--- src/core/flash_ctrl_pkg.sv ---
// Shared constants, types and register layout of the flash program/erase controller.
package flash_ctrl_pkg;

  // ---------------------------------------------------------------------------
  // Register map (word indices from byte address bits 3 to 2 on the AHB-Lite slave)
  // ---------------------------------------------------------------------------
  localparam logic [1:0] IDX_CONTROL    = 2'h0;
  localparam logic [1:0] IDX_TABLE_PAGE = 2'h1;
  localparam logic [1:0] IDX_STATUS     = 2'h2;
  localparam logic [1:0] IDX_MASK       = 2'h3;
  localparam int         ADDR_IDX_LSB   = 2;
  localparam int         ADDR_IDX_MSB   = 3;

  // ---------------------------------------------------------------------------
  // Control register fields
  // ---------------------------------------------------------------------------
  localparam int          CTL_START    = 15;
  localparam int          CTL_ENABLE   = 14;
  localparam int          CTL_ERROR    = 13;
  localparam int          CTL_STANDBY  = 12;
  localparam int          CTL_OP_MSB   = 3;
  localparam logic [15:0] CTL_RESET    = 16'h0000;
  localparam logic [7:0]  CTL_UNIMPL   = 8'h00;
  localparam logic [3:0]  OP_RESET     = 4'h0;
  localparam logic [3:0]  OP_DWORD_PGM = 4'h1;
  localparam logic [3:0]  OP_PAGE_ERASE = 4'h3;

  // ---------------------------------------------------------------------------
  // Status and mask layout
  // ---------------------------------------------------------------------------
  localparam int         ST_W           = 3;
  localparam int         ST_DONE        = 0;
  localparam int         ST_SEQ_ERR     = 1;
  localparam int         ST_PSV_REFUSED = 2;
  localparam logic [2:0] ST_RESET       = 3'h0;
  localparam logic [7:0] PAGE_RESET     = 8'h00;

  // ---------------------------------------------------------------------------
  // Address spaces
  // ---------------------------------------------------------------------------
  localparam int          PROG_ADDR_W  = 24;
  localparam int          DATA_W       = 16;
  localparam int          PAGE_W       = 8;
  localparam int          LANE_W       = 3;
  localparam logic [23:0] DWORD_MASK   = 24'hFFFFF8;
  localparam logic [2:0]  LANE_ALL     = 3'h7;
  localparam logic [2:0]  LANE_LOW_W   = 3'h3;
  localparam logic [2:0]  LANE_B0      = 3'h1;
  localparam logic [2:0]  LANE_B1      = 3'h2;
  localparam logic [2:0]  LANE_HIGH    = 3'h4;
  localparam logic [2:0]  LANE_NONE    = 3'h0;

  // ---------------------------------------------------------------------------
  // Timing
  // ---------------------------------------------------------------------------
  localparam int CLK_PERIOD_NS  = 4;
  localparam int PROG_TIME_NS   = 2000;
  localparam int ERASE_TIME_NS  = 20000;
  localparam int PROG_CYCLES_DEF  = (PROG_TIME_NS + CLK_PERIOD_NS - 1) / CLK_PERIOD_NS;
  localparam int ERASE_CYCLES_DEF = (ERASE_TIME_NS + CLK_PERIOD_NS - 1) / CLK_PERIOD_NS;
  localparam int TIMER_W        = 16;

  typedef enum logic [1:0] {ACC_NONE, ACC_FETCH, ACC_TABLE, ACC_PSV} access_e;
  typedef enum logic       {SEQ_IDLE, SEQ_RUN} seq_e;

endpackage : flash_ctrl_pkg

--- src/core/flash_program_erase_control.sv ---
// Flash program/erase sequencer with its AHB-Lite register slave and address forming.
`timescale 1ns/100ps

// Notes on behaviour
// - A start request runs the selected operation, timed inside; start clears on completion.
// - Software can only set start; zero means nothing runs and the last finished.
// - Program and erase only start while the write-enable bit is one.
// - Error flag sets on every start attempt, improper sequence or termination.
// - Error flag zero means the last operation completed normally.
// - Standby bit one lets the flash regulator sleep during idle mode.
// - Operation code 0011 erases one memory page.
// - Operation code 0001 programs a double word; other codes are reserved.
// - Control bits 11 to 4 read zero and ignore writes.
// - Program space is 24 bits wide, data space 16 bits wide.
// - Fetch address is zero, program counter bits 22 to 1, zero.
// - Table address is page register over effective address; page bit 7 selects configuration.
// - Table accesses reach any byte or word of the 24-bit program word.
// - Mapped program space is read-only and shows only the low word.
// - Codes other than erase and double-word program start nothing.
// - Start, enable, error and operation bits reset only at power-on.
// - The power-save instruction is ignored while an operation runs.
// - Double-word program writes two adjacent words on a four-word boundary.
module flash_program_erase_control #(
  parameter int PROG_CYCLES  = flash_ctrl_pkg::PROG_CYCLES_DEF,
  parameter int ERASE_CYCLES = flash_ctrl_pkg::ERASE_CYCLES_DEF
) (
  input  wire logic                                 clk_sys,
  input  wire logic                                 rst_n,
  input  wire logic                                 softRst_n,
  input  wire logic                                 ce,
  input  wire logic                                 hsel,
  input  wire logic [31:0]                          haddr,
  input  wire logic [1:0]                           htrans,
  input  wire logic                                 hwrite,
  input  wire logic [2:0]                           hsize,
  input  wire logic [31:0]                          hwdata,
  input  wire logic                                 hready,
  output logic                                      hreadyout,
  output logic                                      hresp,
  output logic [31:0]                               hrdata,
  input  wire flash_ctrl_pkg::access_e              accKind,
  input  wire logic                                 accWrite,
  input  wire logic                                 accByte,
  input  wire logic                                 accHigh,
  input  wire logic [21:0]                          pcWord,
  input  wire logic [flash_ctrl_pkg::DATA_W-1:0]    effectiveAddress,
  output logic [flash_ctrl_pkg::PROG_ADDR_W-1:0]    progAddr,
  output logic [flash_ctrl_pkg::LANE_W-1:0]         laneEn,
  output logic                                      configSpace,
  input  wire logic                                 abortReq,
  input  wire logic                                 idleMode,
  input  wire logic                                 powerSaveReq,
  output logic                                      powerSaveAck,
  output logic                                      regulatorStandby,
  output logic                                      flashGo,
  output logic [3:0]                                flashOp,
  output logic [flash_ctrl_pkg::PROG_ADDR_W-1:0]    flashAddr,
  output logic                                      flashBusy,
  output logic                                      irq
);
  import flash_ctrl_pkg::*;

  if (PROG_CYCLES < 1 || PROG_CYCLES >= (1 << TIMER_W) ||
      ERASE_CYCLES < 1 || ERASE_CYCLES >= (1 << TIMER_W))
  begin : g_chk
    $error("flash_program_erase_control: operation time does not fit the timer");
  end

  typedef struct packed {
    logic                   startBit;
    logic                   enableBit;
    logic                   errFlag;
    logic                   standbyBit;
    logic [3:0]             opSel;
    logic [PAGE_W-1:0]      tablePage;
    logic [ST_W-1:0]        status;
    logic [ST_W-1:0]        mask;
    logic                   wrPend;
    logic                   rdPend;
    logic                   regHit;
    logic [1:0]             regIdx;
    logic [31:0]            rdData;
    logic [PROG_ADDR_W-1:0] targetAddr;
    logic [PROG_ADDR_W-1:0] goAddr;
    logic                   go;
    logic [3:0]             goOp;
    seq_e                   seq;
  } state_s;

  state_s cur_r;
  state_s cur_nxt;

  logic               timerLoad;
  logic [TIMER_W-1:0] timerVal;
  logic               timerAbort;
  logic               timerDone;
  logic               psvRefused;
  logic               startTry;
  logic               addrTaken;
  logic [3:0]         newOp;
  logic               newEnable;
  logic               opValid;
  logic [ST_W-1:0]    evt;
  logic [15:0]        ctrlView;

  // ---------------------------------------------------------------------------
  // Submodules
  // ---------------------------------------------------------------------------
  op_timer #(
    .CNT_W   (TIMER_W)
  ) u_timer (
    .clk_sys (clk_sys),
    .rst_n   (rst_n),
    .ce      (ce),
    .load    (timerLoad),
    .loadVal (timerVal),
    .abort   (timerAbort),
    .busy    (),
    .done    (timerDone)
  );

  prog_addr_former u_former (
    .clk_sys          (clk_sys),
    .rst_n            (rst_n),
    .ce               (ce),
    .accKind          (accKind),
    .accWrite         (accWrite),
    .accByte          (accByte),
    .accHigh          (accHigh),
    .pcWord           (pcWord),
    .effectiveAddress (effectiveAddress),
    .tablePage        (cur_r.tablePage),
    .progAddr         (progAddr),
    .laneEn           (laneEn),
    .configSpace      (configSpace),
    .accRefused       (psvRefused)
  );

  // ---------------------------------------------------------------------------
  // Register view and decode helpers
  // ---------------------------------------------------------------------------
  assign ctrlView = {cur_r.startBit, cur_r.enableBit, cur_r.errFlag, cur_r.standbyBit,
                     CTL_UNIMPL, cur_r.opSel};
  assign addrTaken = ce && hsel && hready && htrans[1];
  assign startTry  = ce && cur_r.wrPend && cur_r.regHit && (cur_r.regIdx == IDX_CONTROL) &&
                     hwdata[CTL_START];
  // Enable and code are frozen while running so a running operation cannot be retargeted.
  assign newOp     = cur_r.startBit ? cur_r.opSel : hwdata[CTL_OP_MSB:0];
  assign newEnable = cur_r.startBit ? cur_r.enableBit : hwdata[CTL_ENABLE];
  assign opValid   = (newOp == OP_PAGE_ERASE) || (newOp == OP_DWORD_PGM);

  // ---------------------------------------------------------------------------
  // Sequencer and registers
  // ---------------------------------------------------------------------------
  always_comb
  begin
    cur_nxt    = cur_r;
    cur_nxt.go = 1'b0;
    timerLoad  = 1'b0;
    timerAbort = 1'b0;
    timerVal   = TIMER_W'(PROG_CYCLES);
    evt        = ST_RESET;

    // Bus address phase; reads insert one wait state so they see completed writes.
    cur_nxt.wrPend = addrTaken && hwrite;
    cur_nxt.rdPend = addrTaken && !hwrite;
    if (addrTaken)
    begin
      cur_nxt.regHit = (haddr[31:ADDR_IDX_MSB+1] == '0) && (haddr[ADDR_IDX_LSB-1:0] == 2'h0);
      cur_nxt.regIdx = haddr[ADDR_IDX_MSB:ADDR_IDX_LSB];
    end
    if (cur_r.rdPend)
    begin
      cur_nxt.rdData = 32'h0000_0000;
      if (cur_r.regHit)
      begin
        case (cur_r.regIdx)
          IDX_CONTROL:    cur_nxt.rdData = {16'h0000, ctrlView};
          IDX_TABLE_PAGE: cur_nxt.rdData = {24'h00_0000, cur_r.tablePage};
          IDX_STATUS:     cur_nxt.rdData = {29'h0000_0000, cur_r.status};
          IDX_MASK:       cur_nxt.rdData = {29'h0000_0000, cur_r.mask};
          default:        cur_nxt.rdData = 32'h0000_0000;
        endcase
      end
    end

    // Software writes, applied before hardware events so that the hardware wins.
    if (cur_r.wrPend && cur_r.regHit)
    begin
      case (cur_r.regIdx)
        IDX_CONTROL:
        begin
          cur_nxt.enableBit  = newEnable;
          cur_nxt.opSel      = newOp;
          cur_nxt.errFlag    = hwdata[CTL_ERROR];
          cur_nxt.standbyBit = hwdata[CTL_STANDBY];
        end
        IDX_TABLE_PAGE: cur_nxt.tablePage = hwdata[PAGE_W-1:0];
        IDX_STATUS:     cur_nxt.status    = cur_r.status & ~hwdata[ST_W-1:0];
        IDX_MASK:       cur_nxt.mask      = hwdata[ST_W-1:0];
        default:        cur_nxt.mask      = cur_r.mask;
      endcase
    end

    // The last table write made while no operation runs names the flash location that the next operation targets.
    if (accKind == ACC_TABLE && accWrite && !cur_r.startBit)
    begin
      cur_nxt.targetAddr = {cur_r.tablePage, effectiveAddress};
    end

    case (cur_r.seq)
      SEQ_RUN:
      begin
        if (abortReq)
        begin
          cur_nxt.startBit = 1'b0;
          cur_nxt.errFlag  = 1'b1;
          cur_nxt.seq      = SEQ_IDLE;
          timerAbort       = 1'b1;
          evt[ST_SEQ_ERR]  = 1'b1;
        end
        else if (timerDone)
        begin
          cur_nxt.startBit = 1'b0;
          cur_nxt.errFlag  = 1'b0;
          cur_nxt.seq      = SEQ_IDLE;
          evt[ST_DONE]     = 1'b1;
        end
      end
      SEQ_IDLE:
      begin
        cur_nxt.seq = SEQ_IDLE;
      end
      default:
      begin
        cur_nxt.seq = SEQ_IDLE;
      end
    endcase

    if (startTry)
    begin
      cur_nxt.errFlag = 1'b1;
      if (cur_r.seq == SEQ_IDLE && newEnable && opValid)
      begin
        cur_nxt.startBit = 1'b1;
        cur_nxt.seq      = SEQ_RUN;
        cur_nxt.go       = 1'b1;
        cur_nxt.goOp     = newOp;
        cur_nxt.goAddr   = (newOp == OP_DWORD_PGM) ? (cur_r.targetAddr & DWORD_MASK)
                                                    : cur_r.targetAddr;
        timerLoad        = 1'b1;
        timerVal         = (newOp == OP_PAGE_ERASE) ? TIMER_W'(ERASE_CYCLES)
                                                    : TIMER_W'(PROG_CYCLES);
      end
      else
      begin
        evt[ST_SEQ_ERR] = 1'b1;
      end
    end

    evt[ST_PSV_REFUSED] = psvRefused;
    cur_nxt.status      = cur_nxt.status | evt;

    // Other reset sources leave start, enable, error and code untouched.
    if (!softRst_n)
    begin
      cur_nxt.standbyBit = 1'b0;
      cur_nxt.tablePage  = PAGE_RESET;
      cur_nxt.status     = ST_RESET;
      cur_nxt.mask       = ST_RESET;
    end
  end

  always_ff @(posedge clk_sys)
  begin
    if (!rst_n)
    begin
      cur_r            <= '0;
      cur_r.startBit   <= CTL_RESET[CTL_START];
      cur_r.enableBit  <= CTL_RESET[CTL_ENABLE];
      cur_r.errFlag    <= CTL_RESET[CTL_ERROR];
      cur_r.opSel      <= OP_RESET;
      cur_r.seq        <= SEQ_IDLE;
    end
    else if (ce)
    begin
      cur_r <= cur_nxt;
    end
  end

  // ---------------------------------------------------------------------------
  // Outputs
  // ---------------------------------------------------------------------------
  assign hreadyout        = ce && !cur_r.rdPend;
  assign hresp            = 1'b0;
  assign hrdata           = cur_r.rdData;
  assign flashGo          = cur_r.go;
  assign flashOp          = cur_r.goOp;
  assign flashAddr        = cur_r.goAddr;
  assign flashBusy        = cur_r.startBit;
  assign powerSaveAck     = powerSaveReq && !cur_r.startBit;
  assign regulatorStandby = idleMode && cur_r.standbyBit;
  assign irq              = |(cur_r.status & cur_r.mask);
endmodule : flash_program_erase_control

--- src/core/op_timer.sv ---
// Down-counter that times one self-timed flash operation.
`timescale 1ns/100ps
module op_timer #(
  parameter int CNT_W = 16
) (
  input  wire logic             clk_sys,
  input  wire logic             rst_n,
  input  wire logic             ce,
  input  wire logic             load,
  input  wire logic [CNT_W-1:0] loadVal,
  input  wire logic             abort,
  output logic                  busy,
  output logic                  done
);
  import flash_ctrl_pkg::*;

  typedef struct packed {
    logic [CNT_W-1:0] cnt;
    logic             busy;
  } timer_s;

  timer_s cur_r;
  timer_s cur_nxt;

  if (CNT_W < 2 || CNT_W > 31)
  begin : g_chk
    $error("op_timer: CNT_W out of range");
  end

  always_comb
  begin
    cur_nxt = cur_r;
    if (abort)
    begin
      cur_nxt.busy = 1'b0;
    end
    else if (load)
    begin
      cur_nxt.cnt  = loadVal - {{(CNT_W-1){1'b0}}, 1'b1};
      cur_nxt.busy = 1'b1;
    end
    else if (cur_r.busy)
    begin
      if (cur_r.cnt == '0)
      begin
        cur_nxt.busy = 1'b0;
      end
      else
      begin
        cur_nxt.cnt = cur_r.cnt - {{(CNT_W-1){1'b0}}, 1'b1};
      end
    end
  end

  always_ff @(posedge clk_sys)
  begin
    if (!rst_n)
    begin
      cur_r <= '0;
    end
    else if (ce)
    begin
      cur_r <= cur_nxt;
    end
  end

  assign busy = cur_r.busy;
  // The operation ends after exactly loadVal cycles of running.
  assign done = cur_r.busy && (cur_r.cnt == '0) && !abort;

endmodule : op_timer

--- src/core/prog_addr_former.sv ---
// Forms program-space addresses and byte lanes for fetch, table and read-only mapped access.
`timescale 1ns/100ps
module prog_addr_former (
  input  wire logic                                 clk_sys,
  input  wire logic                                 rst_n,
  input  wire logic                                 ce,
  input  wire flash_ctrl_pkg::access_e              accKind,
  input  wire logic                                 accWrite,
  input  wire logic                                 accByte,
  input  wire logic                                 accHigh,
  input  wire logic [21:0]                          pcWord,
  input  wire logic [flash_ctrl_pkg::DATA_W-1:0]    effectiveAddress,
  input  wire logic [flash_ctrl_pkg::PAGE_W-1:0]    tablePage,
  output logic [flash_ctrl_pkg::PROG_ADDR_W-1:0]    progAddr,
  output logic [flash_ctrl_pkg::LANE_W-1:0]         laneEn,
  output logic                                      configSpace,
  output logic                                      accRefused
);
  import flash_ctrl_pkg::*;

  typedef struct packed {
    logic [PROG_ADDR_W-1:0] addr;
    logic [LANE_W-1:0]      lane;
    logic                   cfg;
    logic                   refused;
  } former_s;

  former_s cur_r;
  former_s cur_nxt;

  always_comb
  begin
    cur_nxt         = cur_r;
    cur_nxt.refused = 1'b0;
    case (accKind)
      ACC_FETCH:
      begin
        cur_nxt.addr = {1'b0, pcWord, 1'b0};
        cur_nxt.lane = LANE_ALL;
        cur_nxt.cfg  = 1'b0;
      end
      ACC_TABLE:
      begin
        cur_nxt.addr = {tablePage, effectiveAddress};
        cur_nxt.cfg  = tablePage[PAGE_W-1];
        if (accHigh)
        begin
          cur_nxt.lane = LANE_HIGH;
        end
        else if (accByte)
        begin
          cur_nxt.lane = effectiveAddress[0] ? LANE_B1 : LANE_B0;
        end
        else
        begin
          cur_nxt.lane = LANE_LOW_W;
        end
      end
      ACC_PSV:
      begin
        cur_nxt.addr = {1'b0, tablePage[PAGE_W-2:0], effectiveAddress};
        cur_nxt.cfg  = 1'b0;
        if (accWrite)
        begin
          cur_nxt.lane    = LANE_NONE;
          cur_nxt.refused = 1'b1;
        end
        else if (accByte)
        begin
          cur_nxt.lane = effectiveAddress[0] ? LANE_B1 : LANE_B0;
        end
        else
        begin
          cur_nxt.lane = LANE_LOW_W;
        end
      end
      default:
      begin
        cur_nxt.lane = LANE_NONE;
      end
    endcase
  end

  always_ff @(posedge clk_sys)
  begin
    if (!rst_n)
    begin
      cur_r <= '0;
    end
    else if (ce)
    begin
      cur_r <= cur_nxt;
    end
  end

  assign progAddr    = cur_r.addr;
  assign laneEn      = cur_r.lane;
  assign configSpace = cur_r.cfg;
  assign accRefused  = cur_r.refused;

endmodule : prog_addr_former

--- config.mk ---
export PLATFORM = sky130hd
export DESIGN_NAME = flash_program_erase_control
export DESIGN_NICKNAME = d
export VERILOG_FILES = /design/src/core/flash_ctrl_pkg.sv /design/src/core/flash_program_erase_control.sv /design/src/core/op_timer.sv /design/src/core/prog_addr_former.sv
export SDC_FILE = /design/constraint.sdc
export NUM_CORES = 1
export LEC_CHECK = 0
export BUFFER_PORTS_ARGS = -buffer_cell sky130_fd_sc_hd__buf_2
export CAP_MARGIN = 40
export CORE_MARGIN = 1
export CORE_UTILIZATION = 28
export CTS_BUF_LIST = sky130_fd_sc_hd__clkbuf_2
export DETAILED_ROUTE_END_ITERATION = 10
export SYNTH_ARGS = -nofsm -noshare
export SYNTH_HDL_FRONTEND = slang
export SYNTH_HIERARCHICAL = 1
export SYNTH_SLANG_ARGS = --single-unit
--- constraint.sdc ---
create_clock -name clk_sys -period 10.8 [get_ports clk_sys]
set_input_delay 2.16 -clock clk_sys [delete_from_list [all_inputs] [get_ports clk_sys]]
set_output_delay 2.16 -clock clk_sys [all_outputs]
set_load 0.005 [all_outputs]
==> results of run 1 <==
cell usage after synthesis, types with 16 or more instances:
| cell | number | area [um^2] |
|---|---|---|
| a22oi_1 | 16 | 120.1 |
| a21boi_0 | 29 | 217.7 |
| o21ai_0 | 16 | 80.08 |
| dfxtp_1 | 139 | 2783 |
| o211a_1 | 24 | 240.2 |
| buf_4 | 62 | 465.5 |
| o21a_1 | 16 | 120.1 |
| mux2i_1 | 58 | 580.6 |
| nor2_1 | 26 | 97.59 |
| clkbuf_1 | 28 | 105.1 |
| nor4_1 | 17 | 106.4 |
| nand2_1 | 144 | 540.5 |
| nor2b_1 | 25 | 156.4 |
layout make-up:
class,instances,share of cell area
flip-flops and latches,139,0.3385
repair buffers,179,0.1126
multi-input cells,600,0.4639
inverters,13,0.005935
clock inverters,13,0.01735
well taps,330,0.05022
clock buffers,19,0.01157
layer usage:
metal	share of wire	global-route usage	up-vias
li1	-	-	3061
met1	0.49	0.1905	2828
met2	0.45	0.2145	175
met3	0.057	0.03692	13
met4	0.0081	0.04121	0
met5	0	0	-
cells in the final DEF (no fill, tap or decap), types with 7 or more instances in the layout:
cell type / netlist / routed
nor2b_1: 25 / 25
buf_2: 10 / 170
mux2i_1: 58 / 58
nor4_1: 17 / 17
nor2_1: 26 / 26
nand2_1: 144 / 144
clkbuf_2: 0 / 19
a21boi_0: 29 / 29
o211a_1: 24 / 24
or3_1: 7 / 7
nand3_1: 12 / 12
buf_4: 62 / 8
a22oi_1: 16 / 16
dfxtp_1: 139 / 139
nand4_1: 7 / 7
a21oi_1: 14 / 14
conb_1: 2 / 52
o22ai_1: 11 / 11
inv_1: 12 / 12
o21a_1: 16 / 16
a21boi_1: 7 / 7
nand2b_1: 12 / 12
nor3_1: 15 / 15
o21ai_0: 16 / 16
path summary, 6_finish.rpt:
path	from	to	slack (ps)	depth (start not counted)
min	cur_r[48]	flashAddr[18]	460	2
max reg2reg	flashBusy	u_timer/cur_r[6]	7320	10
max	ce	hreadyout	5760	4
min reg2reg	cur_r[48]	flashAddr[18]	460	2
flip-flops by register name, indices dropped and copies added (netlist names):
name                  count
cur_r                    44
flashAddr                24
u_former/progAddr        24
u_timer/cur_r            16
hrdata                   12
ctrlView                  7
flashOp                   4
u_former/laneEn           3
flashBusy                 1
flashGo                   1
u_former/accRefused       1
u_former/configSpace      1
u_timer/busy              1
logic make-up (layout without fill, tap and decap cells):
group | after synthesis | after routing | share of synthesized area
AO/OA/AOI/OAI | 164 | 164 | 0.1712
other | 2 | 52 | 0.001035
buffers and inverters | 128 | 224 | 0.1167
multiplexers | 62 | 62 | 0.09140
adder cells (fa/ha/maj) | 2 | 2 | 0.003448
XOR/XNOR | 6 | 6 | 0.007243
AND/OR/NAND/NOR | 314 | 314 | 0.2254
flip-flops | 139 | 139 | 0.3835
critical path, cell delays in order:
cell     delay, ps
buf_2           70
buf_4          340
nor2b_1        170
buf_2          110
stage by stage:
stage          hold slack (ps)  setup WS, ps  cell area [um^2]  cells
2_1_floorplan            435.0          5553              7443    867
3_3_place_gp             439.6          5684              7969   1260
3_5_place_dp             444.7          5694              7984   1261
4_1_cts                  457.3          5754              8222   1293
5_1_grt                  487.8          5705              8222   1293
6_report                 456.4          5757              8222   1293
power by group through the flow:
stage | Sequential [mW] | Clock [mW] | Combinational, mW
global placement | 0.538 | 0 | 0.0811
global route | 0.530 | 0.352 | 0.0922
finish | 0.528 | 0.317 | 0.0822
CTS | 0.528 | 0.330 | 0.0822
detailed placement | 0.538 | 0 | 0.0818
floorplan | 0.538 | 0 | 0.0531
==> impl_metrics.py, run 1 <==
metrics = {
    "power": {
        "power.share.switching": 0.2769,
        "leakage_nw": 3.497,
        "power_frac_comb": 0.089,
        "power.density_nw_per_um2": 112.8,
        "vdd_ir_drop_max_v": 0.00006863,
        "seqPwrFrac": 0.569,
        "p_switching_uw": 256.7,
        "total_power_uw": 927.2,
        "p_clk_frac": 0.342,
        "internal_power_uw": 670.5,
    },
    "cts": {
        "cts_max_level": 4,
        "cts.sink_count": 139,
        "clk_latency_ps": 700,
        "numCtsBuffers": 17,
        "cts.clk_slew.worst_paths_ps": 190,
        "cts_setup_buffers": 0,
        "hold_buffers": 0,
        "cts_tree": "done",
        "cts_root_buf": "clkbuf_2",
        "postCtsResizedCells": 0,
        "cts.path.max_buffers": 2,
    },
    "drt": {
        "first_iter_violations": 356,
        "via_per_inst": 4.700,
        "ant_nets": 0,
        "vias": 6077,
        "drt-total-wl_mm": 18.46,
        "dr.pass1.iters": 4,
        "drcViolationCount": 0,
        "avgRoutedWirePerCell_um": 14.28,
    },
    "synthesis": {
        "synth-edff-count": 0,
        "synth_flop_cell": "dfxtp_1",
        "synth_area_um2": 7256,
        "seq_area_frac_synth": 0.3835,
        "synth_cell_type_count": 77,
        "yosysWarnings": 6,
        "postSynthCellCount": 817,
        "synthArstFlopShare": 0,
        "syn_area_per_cell_um2": 8.881,
        "ys_ff_latch": 139,
    },
    "finish": {
        "utilization": 0.3246,
        "fill_cells": 2710,
        "multi_input_area_um2": 3814,
        "drive_gt1_frac": 0.2420,
        "seq_area_um2": 2783,
        "nets": 1074,
        "n_antenna_cell": 0,
        "area_growth_pct": 13.31,
    },
    "flow_run": {
        "maxCapViolCount": 0,
    },
    "timing": {
        "period_share": 0.4669,
        "finalHoldViolCount": 0,
        "relSlewSlack": 0.4398,
        "rsz0062_at_grt": "false",
        "tns_ps": 0,
        "skew_ps": 53.53,
        "finalSetupViolations": 0,
        "worst_pin_slew_ps": 840.3,
        "maxSlewViolCount": 0,
        "fin_crit_ps": 5043,
        "clock.fmax_ghz": 0.1983,
    },
    "floorplanning": {
        "die_height_um": 163.0,
        "core_area_um2": 25330,
        "io_pins": 217,
        "row_count": 58,
        "start_util": 0.2865,
        "dieArea_um2": 26560,
        "die_w_um": 163.0,
    },
    "grt": {
        "grt_max_degree": 70,
        "grt_pass1_vias": 5700,
        "antenna_found_initial": 0,
        "grt_first_pass_wirelength_mm": 29.46,
        "grt.total_usage": 0.1398,
        "grt_overflow_total": 0,
    },
    "status": {
        "status": "finished clean",
    },
    "critical_path": {
        "path_max_fanout": 37,
        "end_kind": "primary output",
        "cp.arrival_ps": 2880,
        "worst_ep_required_time_ps": 8640,
        "start_kind": "primary input",
        "path_class": "in -> out",
    },
    "placement": {
        "place.gp.congestion": 0.8333,
        "port_buffers": 171,
        "dpl.hpwl_mm": 13.13,
    },
    "hold_path": {
        "worstHoldPathType": "reg -> reg",
    },
}
No activity file was read; power rests on OpenSTA's default activity.
==> run 2, diff against run 1 <==
clock period = 4.8 ns   (was 10.8 ns; I/O delays follow)
==> impl_metrics.py, run 2 (synthesized netlist as in run 1, its figures left out) <==
metrics = {
    "timing": {
        "period_share": 0.7006,
        "finalSetupViolations": 0,
        "rsz0062_at_grt": "false",
        "fin_crit_ps": 3363,
        "maxSlewViolCount": 0,
        "clock.fmax_ghz": 0.2973,
        "tns_ps": 0,
        "skew_ps": 45.21,
        "worst_slack_ps": 1437,
        "relSlewSlack": 0.5122,
        "worst_pin_slew_ps": 724.1,
        "finalHoldViolCount": 0,
    },
    "power": {
        "total_power_mw": 2.099,
        "vdd_ir_drop_max_v": 0.0001658,
        "leakage_nw": 3.498,
        "power.density_nw_per_um2": 254.5,
    },
    "drt": {
        "via_per_inst": 4.735,
        "avgRoutedWirePerCell_um": 14.46,
        "dr.pass1.iters": 5,
        "first_iter_violations": 292,
        "drcViolationCount": 0,
        "drt-total-wl_mm": 18.71,
        "ant_nets": 0,
        "vias": 6127,
    },
    "floorplanning": {
        "dieArea_um2": 26560,
        "start_util": 0.2865,
        "row_count": 58,
        "die_height_um": 163.0,
        "io_pins": 217,
        "die_w_um": 163.0,
        "core_area_um2": 25330,
    },
    "grt": {
        "antenna_found_initial": 0,
        "grt.total_usage": 0.1431,
        "grt_pass1_vias": 5719,
        "grt_max_degree": 66,
        "grt_first_pass_wirelength_mm": 30.04,
        "grt_overflow_total": 0,
    },
    "placement": {
        "dpl.hpwl_mm": 13.62,
        "dp_slack_ps": 990.9,
        "port_buffers": 171,
        "place.gp.congestion": 0.8361,
    },
    "finish": {
        "n_antenna_cell": 0,
        "drive_gt1_frac": 0.2417,
        "layout_commonest_cell": "buf_2",
        "fill_cells": 2665,
        "nets": 1077,
        "largest_reg_flops": 44,
        "utilization": 0.3256,
        "area_growth_pct": 13.66,
        "layout_common_cells": "buf_2 (170), nand2_1 (144), dfxtp_1 (139)",
        "regMostFlops": "cur_r",
    },
    "status": {
        "status": "finished clean",
    },
    "cts": {
        "clk_latency_ps": 710,
        "cts.path.max_buffers": 2,
        "postCtsResizedCells": 0,
        "numCtsBuffers": 17,
        "cts_max_level": 4,
        "cts.clk_slew.worst_paths_ps": 220,
        "cts_tree": "done",
        "hold_buffers": 0,
        "cts.sink_count": 139,
        "cts_root_buf": "clkbuf_2",
        "cts_setup_buffers": 0,
    },
    "critical_path": {
        "start_kind": "flop",
        "path_max_fanout": 21,
        "end_kind": "flop",
        "worst_ep_required_time_ps": 5410,
        "cp.arrival_ps": 3970,
        "rrSetupSlack_ps": 1440,
        "path_class": "reg -> reg",
        "r2r_cells": 10,
    },
    "hold_path": {
        "min_path_cells": 2,
        "worstHoldPathType": "reg -> reg",
    },
    "flow_run": {
        "maxCapViolCount": 0,
    },
}
==> run 2: final timing paths <==
| kind | from | to |
|---|---|---|
| hold / removal | cur_r[30] | flashAddr[0] |
| hold reg to reg | cur_r[30] | flashAddr[0] |
| setup reg to reg | flashBusy | u_timer/cur_r[8] |
| setup / recovery | flashBusy | u_timer/cur_r[8] |
==> run 2: final cells by class <==
cell class / count / area [um^2] / share of cell area
clock inverters: 12 / 150.1 / 0.01821
repair buffers: 182 / 948.4 / 0.1150
flip-flops and latches: 139 / 2783 / 0.3374
inverters: 13 / 48.80 / 0.005917
clock buffers: 18 / 90.09 / 0.01092
well taps: 330 / 412.9 / 0.05007
multi-input cells: 600 / 3814 / 0.4624
==> run 2: through the flow <==
stage               area, um^2  instances  hold WS (ps)
floorplan                 7443        867         435.0
global placement          7991       1263         439.5
detailed placement        8006       1264         443.4
CTS                       8247       1294         364.6
global route              8247       1294         383.8
finish                    8247       1294         461.9
==> run 2: power breakdown <==
group | internal, mW | total (mW) | switching (mW)
combinational | 0.0852 | 0.187 | 0.102
clock | 0.284 | 0.725 | 0.441
sequential | 1.18 | 1.19 | 0.0113
==> run 2: worst max-delay path, cell delays in order (launching register included) <==
cell      delay [ps]
dfxtp_1          730
and4bb_1         340
o211ai_2         160
nor3_1           200
buf_4            220
inv_1            260
or4_1            710
o41ai_1          300
a21oi_1          140
o22ai_1          150
a21oi_1           80
==> run 2: routing by layer <==
metal,GRT usage,vias to the layer above,share of wire
met5,0,-,0
met4,0.04163,0,0.011
met3,0.03692,18,0.063
met2,0.2238,207,0.45
met1,0.1923,2852,0.48
li1,-,3050,-
==> run 3, diff against run 2 <==
clock period = 2.95 ns   (was 4.8 ns; I/O delays follow)
==> impl_metrics.py, run 3 (synthesized netlist as in run 1, its figures left out) <==
metrics = {
    "finish": {
        "layout_commonest_cell": "buf_2",
        "layout.cells.non_filler": 1314,
        "fin_area_um2": 8422,
        "largest_reg_flops": 44,
        "n_antenna_cell": 0,
        "drive_gt1_frac": 0.2602,
        "nets": 1097,
        "area_growth_pct": 16.07,
        "regMostFlops": "cur_r",
        "layout_common_cells": "buf_2 (170), nand2_1 (144), dfxtp_1 (139)",
        "utilization": 0.3325,
    },
    "cts": {
        "cts.clk_slew.worst_paths_ps": 220,
        "cts_tree": "done",
        "clk_latency_ps": 710,
        "cts.sink_count": 139,
        "cts.path.max_buffers": 2,
        "cts_root_buf": "clkbuf_2",
        "numCtsBuffers": 17,
        "cts_max_level": 4,
    },
    "critical_path": {
        "start_kind": "flop",
        "worst_ep_required_time_ps": 3530,
        "path_class": "reg -> reg",
        "cp_cell_sequence": "mux2_2 -> o211ai_2 -> nor3_4 -> buf_4 -> or4_1 -> o41ai_1 -> a21oi_1 -> o22ai_1 -> a21oi_1",
        "critical-path-max-stage-delay_ps": 670,
        "slowest_stage": "dfxtp_1",
        "cp.arrival_ps": 3380,
        "worst-path-buf-inv": 1,
        "path_max_fanout": 14,
        "crit_family": "compound AO/OA/AOI/OAI gates",
        "end_kind": "flop",
        "worst_path_most_repeated_cell": "a21oi_1",
    },
    "floorplanning": {
        "io_pins": 217,
        "core_area_um2": 25330,
        "row_count": 58,
        "start_util": 0.2865,
        "die_height_um": 163.0,
        "dieArea_um2": 26560,
        "die_w_um": 163.0,
    },
    "timing": {
        "worst_slack_ps": 142.9,
        "worst_pin_slew_ps": 615.0,
        "holdWs_ps": 111.2,
        "relSlewSlack": 0.5900,
        "finalHoldViolCount": 0,
        "tns_ps": 0,
        "clock.fmax_ghz": 0.3562,
        "finalSetupViolations": 0,
        "period_share": 0.9516,
        "rsz0062_at_grt": "false",
        "skew_ps": 36.90,
        "fin_crit_ps": 2807,
        "maxSlewViolCount": 0,
    },
    "drt": {
        "via_per_inst": 4.650,
        "ant_nets": 0,
        "drcViolationCount": 0,
        "dr.pass1.iters": 5,
        "vias": 6110,
        "avgRoutedWirePerCell_um": 14.36,
        "first_iter_violations": 296,
        "drt-total-wl_mm": 18.87,
    },
    "power": {
        "vdd_ir_drop_max_v": 0.0002105,
        "leakage_nw": 3.610,
        "total_power_mw": 3.436,
        "power.density_nw_per_um2": 408.0,
    },
    "hold_path": {
        "worstHoldPathType": "in -> reg",
    },
    "placement": {
        "dp_cells": 1282,
        "place.gp.congestion": 0.8318,
        "dpl.hpwl_mm": 13.71,
        "dp_slack_ps": 98.56,
        "placed_cell_area_um2": 8159,
        "port_buffers": 171,
    },
    "grt": {
        "grt_pass1_vias": 5744,
        "grt_first_pass_wirelength_mm": 30.00,
        "antenna_found_initial": 0,
        "grt_overflow_total": 0,
        "grt.total_usage": 0.1434,
        "grt_max_degree": 66,
    },
    "status": {
        "status": "finished clean",
    },
    "flow_run": {
        "maxCapViolCount": 0,
    },
}
run 3: worst min-delay path: cells and delay by family:
family	cells	cell delay, ps
buffers and inverters	1	110
AOI/OAI and AO/OA	1	60
and+or+nand+nor	1	50
run 3: repair_timing:
action | in CTS | in global routing
gates resized for setup | 0 | 0
hold buffers | 0 | 2
setup buffers | 0 | 0
endpoints found under the hold margin | 0 | 2
run 3: final timing paths:
path | start | endpoint | slack (ps) | cells after the start
hold / removal | effectiveAddress[3] | cur_r[33] | 110 | 3
setup / recovery | flashBusy | u_timer/cur_r[8] | 140 | 9
setup reg to reg | flashBusy | u_timer/cur_r[8] | 140 | 9
hold reg to reg | flashAddr[18] | flashAddr[18] | 470 | 2
run 3: layout make-up:
class	instances	area [um^2]
clock inverter	11	147.6
clock buffer	19	95.09
sequential	139	2783
multi-input combinational	600	3836
timing repair buffer	202	1096
tap	330	412.9
fill	2691	16910
inverter	13	51.30
run 3: per-layer routing:
metal / GRT usage / share of wire / vias to the layer above
met4: 0.03823 / 0.0073 / 0
met1: 0.1918 / 0.48 / 2808
met2: 0.2253 / 0.45 / 195
met3: 0.03947 / 0.064 / 13
li1: - / - / 3094
met5: 0 / 0 / -
run 3: power breakdown:
group | internal (mW) | switching, mW
combinational | 0.144 | 0.171
sequential | 1.91 | 0.0164
clock | 0.469 | 0.722
total | 2.53 | 0.909
